$ cat config.mk
export PLATFORM = sky130hd
export DESIGN_NAME = spm_pin_mux_top
export DESIGN_NICKNAME = d
export VERILOG_FILES = /design/src/spm_pkg.sv /design/src/spm_strap_capture.sv /design/src/spm_pin_cell.sv /design/src/spm_pin_mux_top.sv
export SDC_FILE = /design/constraint.sdc
export NUM_CORES = 1
export LEC_CHECK = 0
export BUFFER_PORTS_ARGS = -buffer_cell sky130_fd_sc_hd__buf_2
export CORE_MARGIN = 4
export CORE_UTILIZATION = 43
export DETAILED_ROUTE_END_ITERATION = 10
export HOLD_SLACK_MARGIN = 0.06
export PLACE_DENSITY = 0.76
export SETUP_SLACK_MARGIN = 0.2
export SYNTH_ARGS = -nofsm -noshare
export SYNTH_HDL_FRONTEND = slang
export SYNTH_SLANG_ARGS = --single-unit
$ cat constraint.sdc
create_clock -name clk -period 1.29 [get_ports clk]
set_clock_uncertainty 0.1 [all_clocks]
set_input_delay 0.258 -clock clk [delete_from_list [all_inputs] [get_ports clk]]
set_output_delay 0.258 -clock clk [all_outputs]
set_load 0.02 [all_outputs]
$ cat src/spm_pkg.sv
/*
 * Constants, types and carriers shared by the pin strap and GPIO mux.
 * Assumes one 250 MHz clock and a plain strobe-based register port.
 */
package spm_pkg;

	// ----------------------------------------------------------------
	// Widths
	// ----------------------------------------------------------------
	localparam int GPIO_W = 7;
	localparam int MIN_GPIO_W = 7;
	localparam int ADDR_W = 8;
	localparam int DATA_W = 32;
	localparam int NUM_IRQ = 3;

	// ----------------------------------------------------------------
	// Register offsets (byte addresses)
	// ----------------------------------------------------------------
	localparam logic [7:0] REG_GPIO_DIR = 8'h00;
	localparam logic [7:0] REG_GPIO_OUT = 8'h04;
	localparam logic [7:0] REG_GPIO_IN = 8'h08;
	localparam logic [7:0] REG_ALT_SEL = 8'h0c;
	localparam logic [7:0] REG_PORT_RST = 8'h10;
	localparam logic [7:0] REG_STRAP = 8'h14;
	localparam logic [7:0] REG_EXP_IRQ = 8'h18;

	// ----------------------------------------------------------------
	// Reset values
	// ----------------------------------------------------------------
	localparam logic [6:0] RST_GPIO_DIR = 7'h00;
	localparam logic [6:0] RST_GPIO_OUT = 7'h00;
	localparam logic [6:0] RST_ALT_SEL = 7'h00;
	localparam logic [1:0] RST_PORT_RST = 2'h0;

	// ----------------------------------------------------------------
	// Pin assignment of alternate functions
	// ----------------------------------------------------------------
	localparam int PIN_P2_RST = 0;
	localparam int PIN_P4_RST = 1;
	localparam int PIN_IRQ_LSB = 2;
	localparam logic [6:0] ALT_OUT_MASK = 7'h03;
	localparam logic [6:0] ALT_VALID_MASK = 7'h1f;

	// ----------------------------------------------------------------
	// Strap status field positions
	// ----------------------------------------------------------------
	localparam int STRAP_REFCLK_BIT = 0;
	localparam int STRAP_EE_LSB = 8;
	localparam int STRAP_SLV_LSB = 16;
	localparam int STRAP_VALID_BIT = 31;

	// ----------------------------------------------------------------
	// Fixed address bits, index is bus address bit minus one
	// ----------------------------------------------------------------
	localparam logic SLV_BIT4 = 1'b0;
	localparam logic SLV_BIT6 = 1'b1;
	localparam logic SLV_BIT7 = 1'b1;
	localparam logic MST_BIT5 = 1'b1;
	localparam logic MST_BIT6 = 1'b0;
	localparam logic MST_BIT7 = 1'b1;

	typedef enum logic {
		SPM_REF_100M,
		SPM_REF_125M
	} spm_refclk_e;

	typedef struct packed {
		spm_refclk_e refclk;
		logic [6:0] eeprom_addr;
		logic [6:0] slave_addr;
	} spm_strap_s;

	typedef struct packed {
		logic [7:0] addr;
		logic [31:0] wdata;
		logic wr;
		logic rd;
	} spm_bus_s;

endpackage

$ cat src/spm_strap_capture.sv
/*
 * Captures the reference clock and SMBus address straps once, at the
 * first clock edge after the fundamental reset is released.
 * Assumes straps are steady around that edge and nrst is that reset.
 */
`timescale 1ns/10ps
`default_nettype none

module spm_strap_capture (
	input wire logic clk,
	input wire logic nrst,
	input wire logic refclk_freq_select,
	input wire logic [3:0] eeprom_addr_strap,
	input wire logic [3:0] slave_addr_strap,
	output var spm_pkg::spm_strap_s strap,
	output logic strap_valid
);

	typedef enum logic {
		SPM_CAP_WAIT,
		SPM_CAP_DONE
	} spm_cap_e;

	spm_cap_e state_q;

	// ----------------------------------------------------------------
	// Sampling
	// ----------------------------------------------------------------
	// Async reset loads constants only; the pins are read by the clock
	always_ff @(posedge clk or negedge nrst) begin
		if (!nrst) begin
			state_q <= SPM_CAP_WAIT;
			strap <= '0;
		end else begin
			unique case (state_q)
				SPM_CAP_WAIT: begin
					state_q <= SPM_CAP_DONE;
					strap.refclk <= refclk_freq_select ?
						spm_pkg::SPM_REF_125M : spm_pkg::SPM_REF_100M;
					strap.eeprom_addr <= {spm_pkg::MST_BIT7,
						spm_pkg::MST_BIT6, spm_pkg::MST_BIT5,
						eeprom_addr_strap};
					strap.slave_addr <= {spm_pkg::SLV_BIT7,
						spm_pkg::SLV_BIT6, slave_addr_strap[3],
						spm_pkg::SLV_BIT4, slave_addr_strap[2:0]};
				end
				SPM_CAP_DONE: begin
					state_q <= SPM_CAP_DONE;
				end
			endcase
		end
	end

	assign strap_valid = (state_q == SPM_CAP_DONE);

endmodule

`default_nettype wire

$ cat src/spm_pin_cell.sv
/*
 * One general-purpose pin: chooses between the alternate function and
 * the plain direction and data settings, with registered pin drive.
 * Assumes the pad resolves the wire from pin_out and pin_oe_n.
 */
`timescale 1ns/10ps
`default_nettype none

module spm_pin_cell (
	input wire logic clk,
	input wire logic nrst,
	input wire logic alt_en,
	input wire logic alt_drive,
	input wire logic alt_val,
	input wire logic gp_dir,
	input wire logic gp_val,
	output logic pin_out,
	output logic pin_oe_n
);

	logic drive_d;
	logic val_d;

	always_comb begin
		drive_d = alt_en ? alt_drive : gp_dir;
		val_d = (alt_en && alt_drive) ? alt_val : gp_val;
	end

	// ----------------------------------------------------------------
	// Pad drive
	// ----------------------------------------------------------------
	// Pin comes out of reset as an undriven input
	always_ff @(posedge clk or negedge nrst) begin
		if (!nrst) begin
			pin_oe_n <= 1'b1;
			pin_out <= 1'b0;
		end else begin
			pin_oe_n <= !drive_d;
			pin_out <= val_d;
		end
	end

endmodule

`default_nettype wire

$ cat src/spm_pin_mux_top.sv
/*
 * Pin strap decode and GPIO alternate-function mux of a serial switch,
 * with its software register port.
 * Assumes synchronous pin inputs, nrst is the fundamental reset, and
 * an outside config loader may push alternate selections.
 */
`timescale 1ns/10ps
`default_nettype none

// Contract
// - Names ending in _n are asserted when the line is low.
// - All other signals except nrst are asserted when the line is high.
// - Refclk strap 0 selects 100 MHz, 1 selects 125 MHz.
// - Alternate pins 0 and 1 drive resets for ports two and four.
// - Alternate pins 2, 3, 4 take expander interrupts 0, 1, 2.
// - Pins 0 to 6 work as plain GPIO; pins 5, 6 lack alternates.
// - Four master straps give the configuration EEPROM address.
// - Slave interface answers only the address built from its straps.
// - Straps sampled at reset release, fixed bits filled in.
// - Alternate selection set by software, SMBus slave or EEPROM.
module spm_pin_mux_top #(
	parameter int GPIO_W = spm_pkg::GPIO_W
) (
	input wire logic clk,
	input wire logic nrst,
	input wire spm_pkg::spm_bus_s bus,
	output logic [31:0] rdata,
	input wire logic refclk_freq_select,
	input wire logic [3:0] eeprom_addr_strap,
	input wire logic [3:0] slave_addr_strap,
	input wire logic cfg_alt_wr,
	input wire logic [GPIO_W-1:0] cfg_alt_sel,
	input wire logic [6:0] smb_addr_in,
	input wire logic [GPIO_W-1:0] gpio_in,
	output logic [GPIO_W-1:0] gpio_out,
	output logic [GPIO_W-1:0] gpio_oe_n,
	output var spm_pkg::spm_refclk_e refclk_sel,
	output logic strap_valid,
	output logic [6:0] eeprom_smb_addr,
	output logic [6:0] slave_smb_addr,
	output logic slave_addr_hit,
	output logic [2:0] expander_irq
);

	// ----------------------------------------------------------------
	// Elaboration checks
	// ----------------------------------------------------------------
	if (GPIO_W < spm_pkg::MIN_GPIO_W || GPIO_W > spm_pkg::DATA_W) begin
		$error("GPIO_W out of the range this mux serves");
	end

	localparam logic [GPIO_W-1:0] ALT_MASK =
		GPIO_W'(spm_pkg::ALT_VALID_MASK);
	localparam logic [GPIO_W-1:0] OUT_MASK =
		GPIO_W'(spm_pkg::ALT_OUT_MASK);

	function automatic logic hit(input logic [7:0] a, input logic [7:0] o);
		hit = (a == o);
	endfunction

	function automatic logic [31:0] pad(input logic [GPIO_W-1:0] v);
		pad = 32'(v);
	endfunction

	logic [GPIO_W-1:0] dir_q;
	logic [GPIO_W-1:0] out_q;
	logic [GPIO_W-1:0] alt_q;
	logic [GPIO_W-1:0] in_q;
	logic [1:0] prst_q;
	logic [2:0] irq_q;
	logic hit_q;
	logic [31:0] rdata_q;
	logic [31:0] rd_val;
	logic [GPIO_W-1:0] alt_val;
	logic port_two_reset_out_n;
	logic port_four_reset_out_n;
	logic [2:0] expander_irq_n;
	logic sw_alt_wr;
	spm_pkg::spm_strap_s strap;

	// ----------------------------------------------------------------
	// Straps
	// ----------------------------------------------------------------
	spm_strap_capture u_strap (
		.clk(clk),
		.nrst(nrst),
		.refclk_freq_select(refclk_freq_select),
		.eeprom_addr_strap(eeprom_addr_strap),
		.slave_addr_strap(slave_addr_strap),
		.strap(strap),
		.strap_valid(strap_valid)
	);

	assign refclk_sel = strap.refclk;
	assign eeprom_smb_addr = strap.eeprom_addr;
	assign slave_smb_addr = strap.slave_addr;

	// Compare registered so the SMBus slave sees a clean level
	always_ff @(posedge clk or negedge nrst) begin
		if (!nrst) begin
			hit_q <= 1'b0;
		end else begin
			hit_q <= strap_valid && (smb_addr_in == strap.slave_addr);
		end
	end

	assign slave_addr_hit = hit_q;

	// ----------------------------------------------------------------
	// Software registers
	// ----------------------------------------------------------------
	assign sw_alt_wr = bus.wr && hit(bus.addr, spm_pkg::REG_ALT_SEL);

	always_ff @(posedge clk or negedge nrst) begin
		if (!nrst) begin
			dir_q <= GPIO_W'(spm_pkg::RST_GPIO_DIR);
			out_q <= GPIO_W'(spm_pkg::RST_GPIO_OUT);
		end else if (bus.wr) begin
			if (hit(bus.addr, spm_pkg::REG_GPIO_DIR)) begin
				dir_q <= bus.wdata[GPIO_W-1:0];
			end
			if (hit(bus.addr, spm_pkg::REG_GPIO_OUT)) begin
				out_q <= bus.wdata[GPIO_W-1:0];
			end
		end
	end

	// Software write wins over a config load in the same cycle
	always_ff @(posedge clk or negedge nrst) begin
		if (!nrst) begin
			alt_q <= GPIO_W'(spm_pkg::RST_ALT_SEL);
		end else if (sw_alt_wr) begin
			alt_q <= bus.wdata[GPIO_W-1:0] & ALT_MASK;
		end else if (cfg_alt_wr) begin
			alt_q <= cfg_alt_sel & ALT_MASK;
		end
	end

	// Bit set means the downstream port is held in reset
	always_ff @(posedge clk or negedge nrst) begin
		if (!nrst) begin
			prst_q <= spm_pkg::RST_PORT_RST;
		end else if (bus.wr && hit(bus.addr, spm_pkg::REG_PORT_RST)) begin
			prst_q <= bus.wdata[1:0];
		end
	end

	// ----------------------------------------------------------------
	// Read port
	// ----------------------------------------------------------------
	always_comb begin
		rd_val = '0;
		case (bus.addr)
			spm_pkg::REG_GPIO_DIR: rd_val = pad(dir_q);
			spm_pkg::REG_GPIO_OUT: rd_val = pad(out_q);
			spm_pkg::REG_GPIO_IN: rd_val = pad(in_q);
			spm_pkg::REG_ALT_SEL: rd_val = pad(alt_q);
			spm_pkg::REG_PORT_RST: rd_val = {30'h0, prst_q};
			spm_pkg::REG_STRAP: begin
				rd_val[spm_pkg::STRAP_REFCLK_BIT] = strap.refclk;
				rd_val[spm_pkg::STRAP_EE_LSB +: 7] = strap.eeprom_addr;
				rd_val[spm_pkg::STRAP_SLV_LSB +: 7] = strap.slave_addr;
				rd_val[spm_pkg::STRAP_VALID_BIT] = strap_valid;
			end
			spm_pkg::REG_EXP_IRQ: rd_val = {29'h0, irq_q};
			default: rd_val = '0;
		endcase
	end

	// Data stand only in the cycle after the read strobe
	always_ff @(posedge clk or negedge nrst) begin
		if (!nrst) begin
			rdata_q <= '0;
		end else begin
			rdata_q <= bus.rd ? rd_val : '0;
		end
	end

	assign rdata = rdata_q;

	// ----------------------------------------------------------------
	// Alternate functions
	// ----------------------------------------------------------------
	// Reset outputs are low-true on the wire
	assign port_two_reset_out_n = !prst_q[0];
	assign port_four_reset_out_n = !prst_q[1];

	always_comb begin
		alt_val = '0;
		alt_val[spm_pkg::PIN_P2_RST] = port_two_reset_out_n;
		alt_val[spm_pkg::PIN_P4_RST] = port_four_reset_out_n;
	end

	// Unselected interrupt pins read as idle, never asserted
	assign expander_irq_n = gpio_in[spm_pkg::PIN_IRQ_LSB +: 3] |
		~alt_q[spm_pkg::PIN_IRQ_LSB +: 3];

	always_ff @(posedge clk or negedge nrst) begin
		if (!nrst) begin
			in_q <= '0;
			irq_q <= '0;
		end else begin
			in_q <= gpio_in;
			irq_q <= ~expander_irq_n;
		end
	end

	assign expander_irq = irq_q;

	// ----------------------------------------------------------------
	// Pin cells
	// ----------------------------------------------------------------
	for (genvar i = 0; i < GPIO_W; i++) begin : g_pin
		spm_pin_cell u_cell (
			.clk(clk),
			.nrst(nrst),
			.alt_en(alt_q[i]),
			.alt_drive(OUT_MASK[i]),
			.alt_val(alt_val[i]),
			.gp_dir(dir_q[i]),
			.gp_val(out_q[i]),
			.pin_out(gpio_out[i]),
			.pin_oe_n(gpio_oe_n[i])
		);
	end
endmodule

`default_nettype wire

Yosys cells after proc, flatten, opt, wreduce, memory -nomap -nowiden
Cells that the tools add are included.
{ "word_totals": {"register_bits": 92, "elab_cells": 70} }
{ "classes": {"n_eq_ne": 7, "mux": 18, "bitwise_logic": 3, "reduce_logical": 16} }
{ "op_table": {"columns": ["op", "count"], "rows": [
  ["6-bit one-hot mux with 6 select lines", 1],
  ["32-bit 2-to-1 mux", 1],
  ["7-bit 2-to-1 mux", 4],
  ["8-bit by 5-bit == test with 1-bit output (second input constant)", 3],
  ["8-bit by 4-bit == test with 1-bit output (second input constant)", 2],
  ["1-bit 2-to-1 mux", 11],
  ["1-bit logical NOT", 9],
  ["8-bit by 3-bit == test with 1-bit output (second input constant)", 1],
  ["8-bit logical NOT", 1],
  ["7-bit == test", 1],
  ["1-bit one-hot mux with 7 select lines", 1],
  ["3-bit NOT", 2],
  ["2-bit AND reduction", 2],
  ["1-bit logical AND", 3],
  ["3-bit bitwise OR", 1],
  ["2-bit nonzero test", 1]
]} }

Logic depth before layout (Yosys ltp)
{ "logic_depth": {"ltp_word": 3, "mapped_depth": 5, "depth_no_buf": 3} }

Hierarchy
From an unflattened synthesis, not the netlist that was laid out.
{ "hier_totals": {"cells_unflattened": 245, "area_unflattened_um2": 3403.3} }
{ "modules_own_cells": {"columns": ["mod", "n_inst", "cells_each", "area_per_inst_um2", "seq_area_each_um2"], "rows": [
  ["spm_pin_mux_top", 1, 181, 2369.8, 1351.3],
  ["spm_pin_cell", 7, 5, 80.1, 51.3],
  ["spm_strap_capture", 1, 29, 473.0, 275.3]
]} }

Worst setup path after synthesis
Ideal clock, no wire load.
{ "synth_timing": {"path_kind": "input-to-reg", "startpoint": "input bus[37] in the netlist's numbering", "endpoint": "register out_q[0]", "setup_time_ps": 125, "arrival_time_ps": 1623, "setup_slack_ps": -558, "path_stages": 5, "path_buffers": 2, "cell_sequence": "buf_6 -> or3b_4 -> or4_4 -> buf_6 -> mux2_4"} }
{ "synth_between": {"elab_chain_cells": 2} }
{ "synth_rtl": {"columns": ["element", "line", "source"], "rows": [
  ["from (decl)", "spm_pin_mux_top.sv:26", "input wire spm_pkg::spm_bus_s bus,"],
  ["8-bit by 3-bit == test with 1-bit output", "spm_pin_mux_top.sv:58", "hit = (a == o);"],
  ["2-bit AND reduction (no line)", null, null],
  ["to (signal assigned)", "spm_pin_mux_top.sv:117", "out_q <= GPIO_W'(spm_pkg::RST_GPIO_OUT);"],
  ["to (signal assigned)", "spm_pin_mux_top.sv:123", "out_q <= bus.wdata[GPIO_W-1:0];"],
  ["to (decl)", "spm_pin_mux_top.sv:66", "logic [GPIO_W-1:0] out_q;"]
]} }
No other way between the ends.
A chain may end at the register's enable or synchronous reset.

Final worst setup path
{ "layout_timing": {"startpoint": "input bus[41] in the netlist's numbering", "endpoint": "register out_q[0]"} }
The elaborated chain is that of the path after synthesis.

==> flow_metrics.env <==
export IMPL_placedCellCount=422
export IMPL_slew_viol_final=0
export IMPL_place_hpwl_mm=5.046
export IMPL_yosys_warnings=0
export IMPL_placed_area_um2=3826
export IMPL_synth_ff_type="dfrtp_1"
export IMPL_die_w_um=94.48
export IMPL_grt_usage_pct=20.10
export IMPL_finish_utilization_pct=69.35
export IMPL_grt_use_met1_pct=23.99
export IMPL_die_h_um=94.48
export IMPL_powerDensity_nw_per_um2=1082
export IMPL_whs_endpoint="out_q[6]$_DFFE_PN0P_"
export IMPL_hold_start="bus[8]"
export IMPL_rsz0062_at_grt="yes"
export IMPL_met2_usage_pct=35.76
export IMPL_finalPower_mw=5.442
export IMPL_reg2reg_depth=3
export IMPL_area_growth_pct=56.42
export IMPL_synth_distinct_cells=41
export IMPL_synth_edf_count=0
export IMPL_grt_overflow_total=0
export IMPL_wl_mm=8.420
export IMPL_ys_seq_elements=74
export IMPL_cap_violations=0
export IMPL_synth_cells=233
export IMPL_clk_latency_ps=350
export IMPL_gp_routability_congestion=0.7797
export IMPL_antenna_cells=0
export IMPL_via_per_inst=4.798
export IMPL_syn_avg_cell_area_um2=13.80
export IMPL_cp_arrival_ps=1670
export IMPL_synth_top_area_share_pct=52.14
export IMPL_crit_fanout=7
export IMPL_grt_max_degree=38
export IMPL_required_ps=1420
export IMPL_clk_pin_slew_ps=70
export IMPL_cts_sink_count=74
export IMPL_hold_viol=0
export IMPL_num_rows=31
export IMPL_layout_nets=451
export IMPL_grt_met3_usage_pct=3.904
export IMPL_post_route_drc_count=0
export IMPL_io_pins=141
export IMPL_min_path_type="in -> reg"
export IMPL_r2r_setup_slack_ps=10
export IMPL_firstDrtPassIters=4
export IMPL_cts_tree="built"
export IMPL_routedWlPerCell_um=17.54
export IMPL_drive_gt1_share_pct=64.04
export IMPL_r2r_end="slave_addr_hit$_DFF_PN0_"
export IMPL_synthArstFlopShare_pct=100.0
export IMPL_fillers=493
export IMPL_clock_fmax_mhz=645.8
export IMPL_synth_top_cell_by_area="dfrtp_1"
export IMPL_fin_ws_ps=-258.4
export IMPL_min_period_ps=1548
export IMPL_cp_start_kind="input port"
export IMPL_clock_path_buffers=2
export IMPL_status="complete, but fails checks"
export IMPL_setup_tns_ps=-4695
export IMPL_p_leak_nw=2.452
export IMPL_synth_common_cells="dfrtp_1 (67), buf_4 (34), mux2_2 (30)"
export IMPL_initialDrtViolationCount=64
export IMPL_antenna_left=0
export IMPL_route_vias_total=2303
export IMPL_root_buffer="clkbuf_8"
export IMPL_grt_pass1_vias=2601
export IMPL_grt_antenna_before_repair=0
export IMPL_ys_seq_area_share_pct=57.86
export IMPL_final_area_um2=5030
export IMPL_ir_worst_vdd_mv=0.5375
export IMPL_hold_depth=2
export IMPL_cts_buffers=9
export IMPL_setup_violations=36
export IMPL_period_share_pct=120.0
export IMPL_violations="setup timing"
export IMPL_dieArea_um2=8926
export IMPL_yosys_top_cells_area="dfrtp_1 (52%), mux2_2 (11%), buf_4 (7.9%)"
export IMPL_path_class="in -> reg"
export IMPL_synth_area_um2=3216
export IMPL_initial_core_util_pct=44.33
export IMPL_instances_no_fill=480
export IMPL_critPathCaptureType="flip-flop"
export IMPL_reg2reg_from="u_strap.strap[11]$_DFFE_PN0N_"
export IMPL_synth_most_common_cell="dfrtp_1"
export IMPL_top_usage_layer="met2"
export IMPL_coreArea_um2=7253
export IMPL_grt_pass1_wl_mm=13.41
export IMPL_cts_htree_levels=3
export IMPL_port_buffers=99
## worst max-delay path by stage
stage / start / endpoint / slack [ps] / cells past startpoint
5_1_grt: bus[41] / dir_q[1]$_DFFE_PN0P_ / -250 / 6
6_report: bus[41] / out_q[0]$_DFFE_PN0P_ / -260 / 4
4_1_cts: bus[40] / out_q[4]$_DFFE_PN0P_ / -230 / 4
2_1_floorplan: bus[39] / out_q[0]$_DFFE_PN0P_ / -540 / 4
3_5_place_dp: bus[39] / alt_q[3]$_DFFE_PN0P_ / -660 / 6
3_3_place_gp: bus[39] / alt_q[0]$_DFFE_PN0P_ / -660 / 6
## cell usage in the layout, fill, tap and decap left out, types with 2 or more instances in the layout
master / instances
dfstp_2: 7
dfrtp_2: 7
a2bb2oi_1: 2
clkinv_2: 3
buf_4: 28
nor3_4: 2
mux2_4: 27
dlygate4sd3_1: 18
nor2b_1: 5
mux2i_1: 7
clkbuf_8: 9
bufinv_16: 2
inv_1: 5
and2_4: 9
conb_1: 15
buf_8: 2
mux4_2: 3
dfrtp_1: 60
nor2_1: 5
nor3_1: 2
nor3_2: 2
xnor2_2: 2
mux2_2: 10
nand2b_1: 6
buf_6: 68
buf_2: 41
buf_12: 4
## flip-flops by register name (all words and copies together) (netlist names)
register / cells
in_q: 7
out_q: 7
dir_q: 7
rdata: 17
g_pin.u_cell.pin_out: 7
u_strap.strap_valid: 1
prst_q: 2
alt_q: 5
g_pin.u_cell.pin_oe_n: 7
slave_addr_hit: 1
expander_irq: 3
u_strap.strap: 10
## logic make-up (layout without fill, tap and decap cells)
group           count (synthesis)  in the layout  share of synthesized area, %
flops                          74             74                         57.86
simple gates                   49             49                         10.20
mux                            48             48                         18.37
buf+inv                        48            183                         10.12
compound gates                  8              8                         2.141
xor+xnor                        4              4                         1.090
other cells                     2             15                        0.2336
## metrics by stage
| step | hold WS, ps | setup slack (ps) |
|---|---|---|
| 6_report | 87.97 | -258.4 |
| 2_1_floorplan | -137.6 | -535.3 |
| 3_3_place_gp | 143.7 | -661.1 |
| 3_5_place_dp | 148.0 | -663.8 |
| 4_1_cts | 75.97 | -226.2 |
| 5_1_grt | 73.74 | -253.1 |
## layer usage
metal / share of wire, % / routed length, um / up-vias
met2: 54 / 4525 / 73
met3: 3.9 / 325 / 16
met5: 0 / 0 / -
met1: 40 / 3348 / 1175
li1: - / - / 1039
met4: 2.6 / 220 / 0
## layout make-up
| type | count | area [um^2] | share of cell area [%] |
|---|---|---|---|
| timing repair buffer | 162 | 1499 | 29.80 |
| multi-input combinational | 124 | 1309 | 26.02 |
| clock inverter | 6 | 82.58 | 1.642 |
| clock buffer | 10 | 127.6 | 2.537 |
| tap | 99 | 123.9 | 2.463 |
| inverter | 5 | 18.77 | 0.3731 |
| sequential | 74 | 1869 | 37.16 |
## worst max-delay path, cell delays in order
cell and delay (ps):
buf_6 90, or3_4 400, or4_4 600, mux2_4 330
## where the power goes
part           internal [mW]  switching [mW]  total [mW]
combinational          0.544           0.424       0.968
sequential              2.45          0.0924        2.54
clock                   1.08           0.856        1.94
## what timing repair did
action	in CTS	in global routing
pin swaps	16	8
cloned	2	0
endpoints found under the hold margin	94	0
resized for setup	149	24
hold buffers	18	0
setup endpoints to repair	98	100
setup buffers	17	5
(Power assumes the default switching activity.)
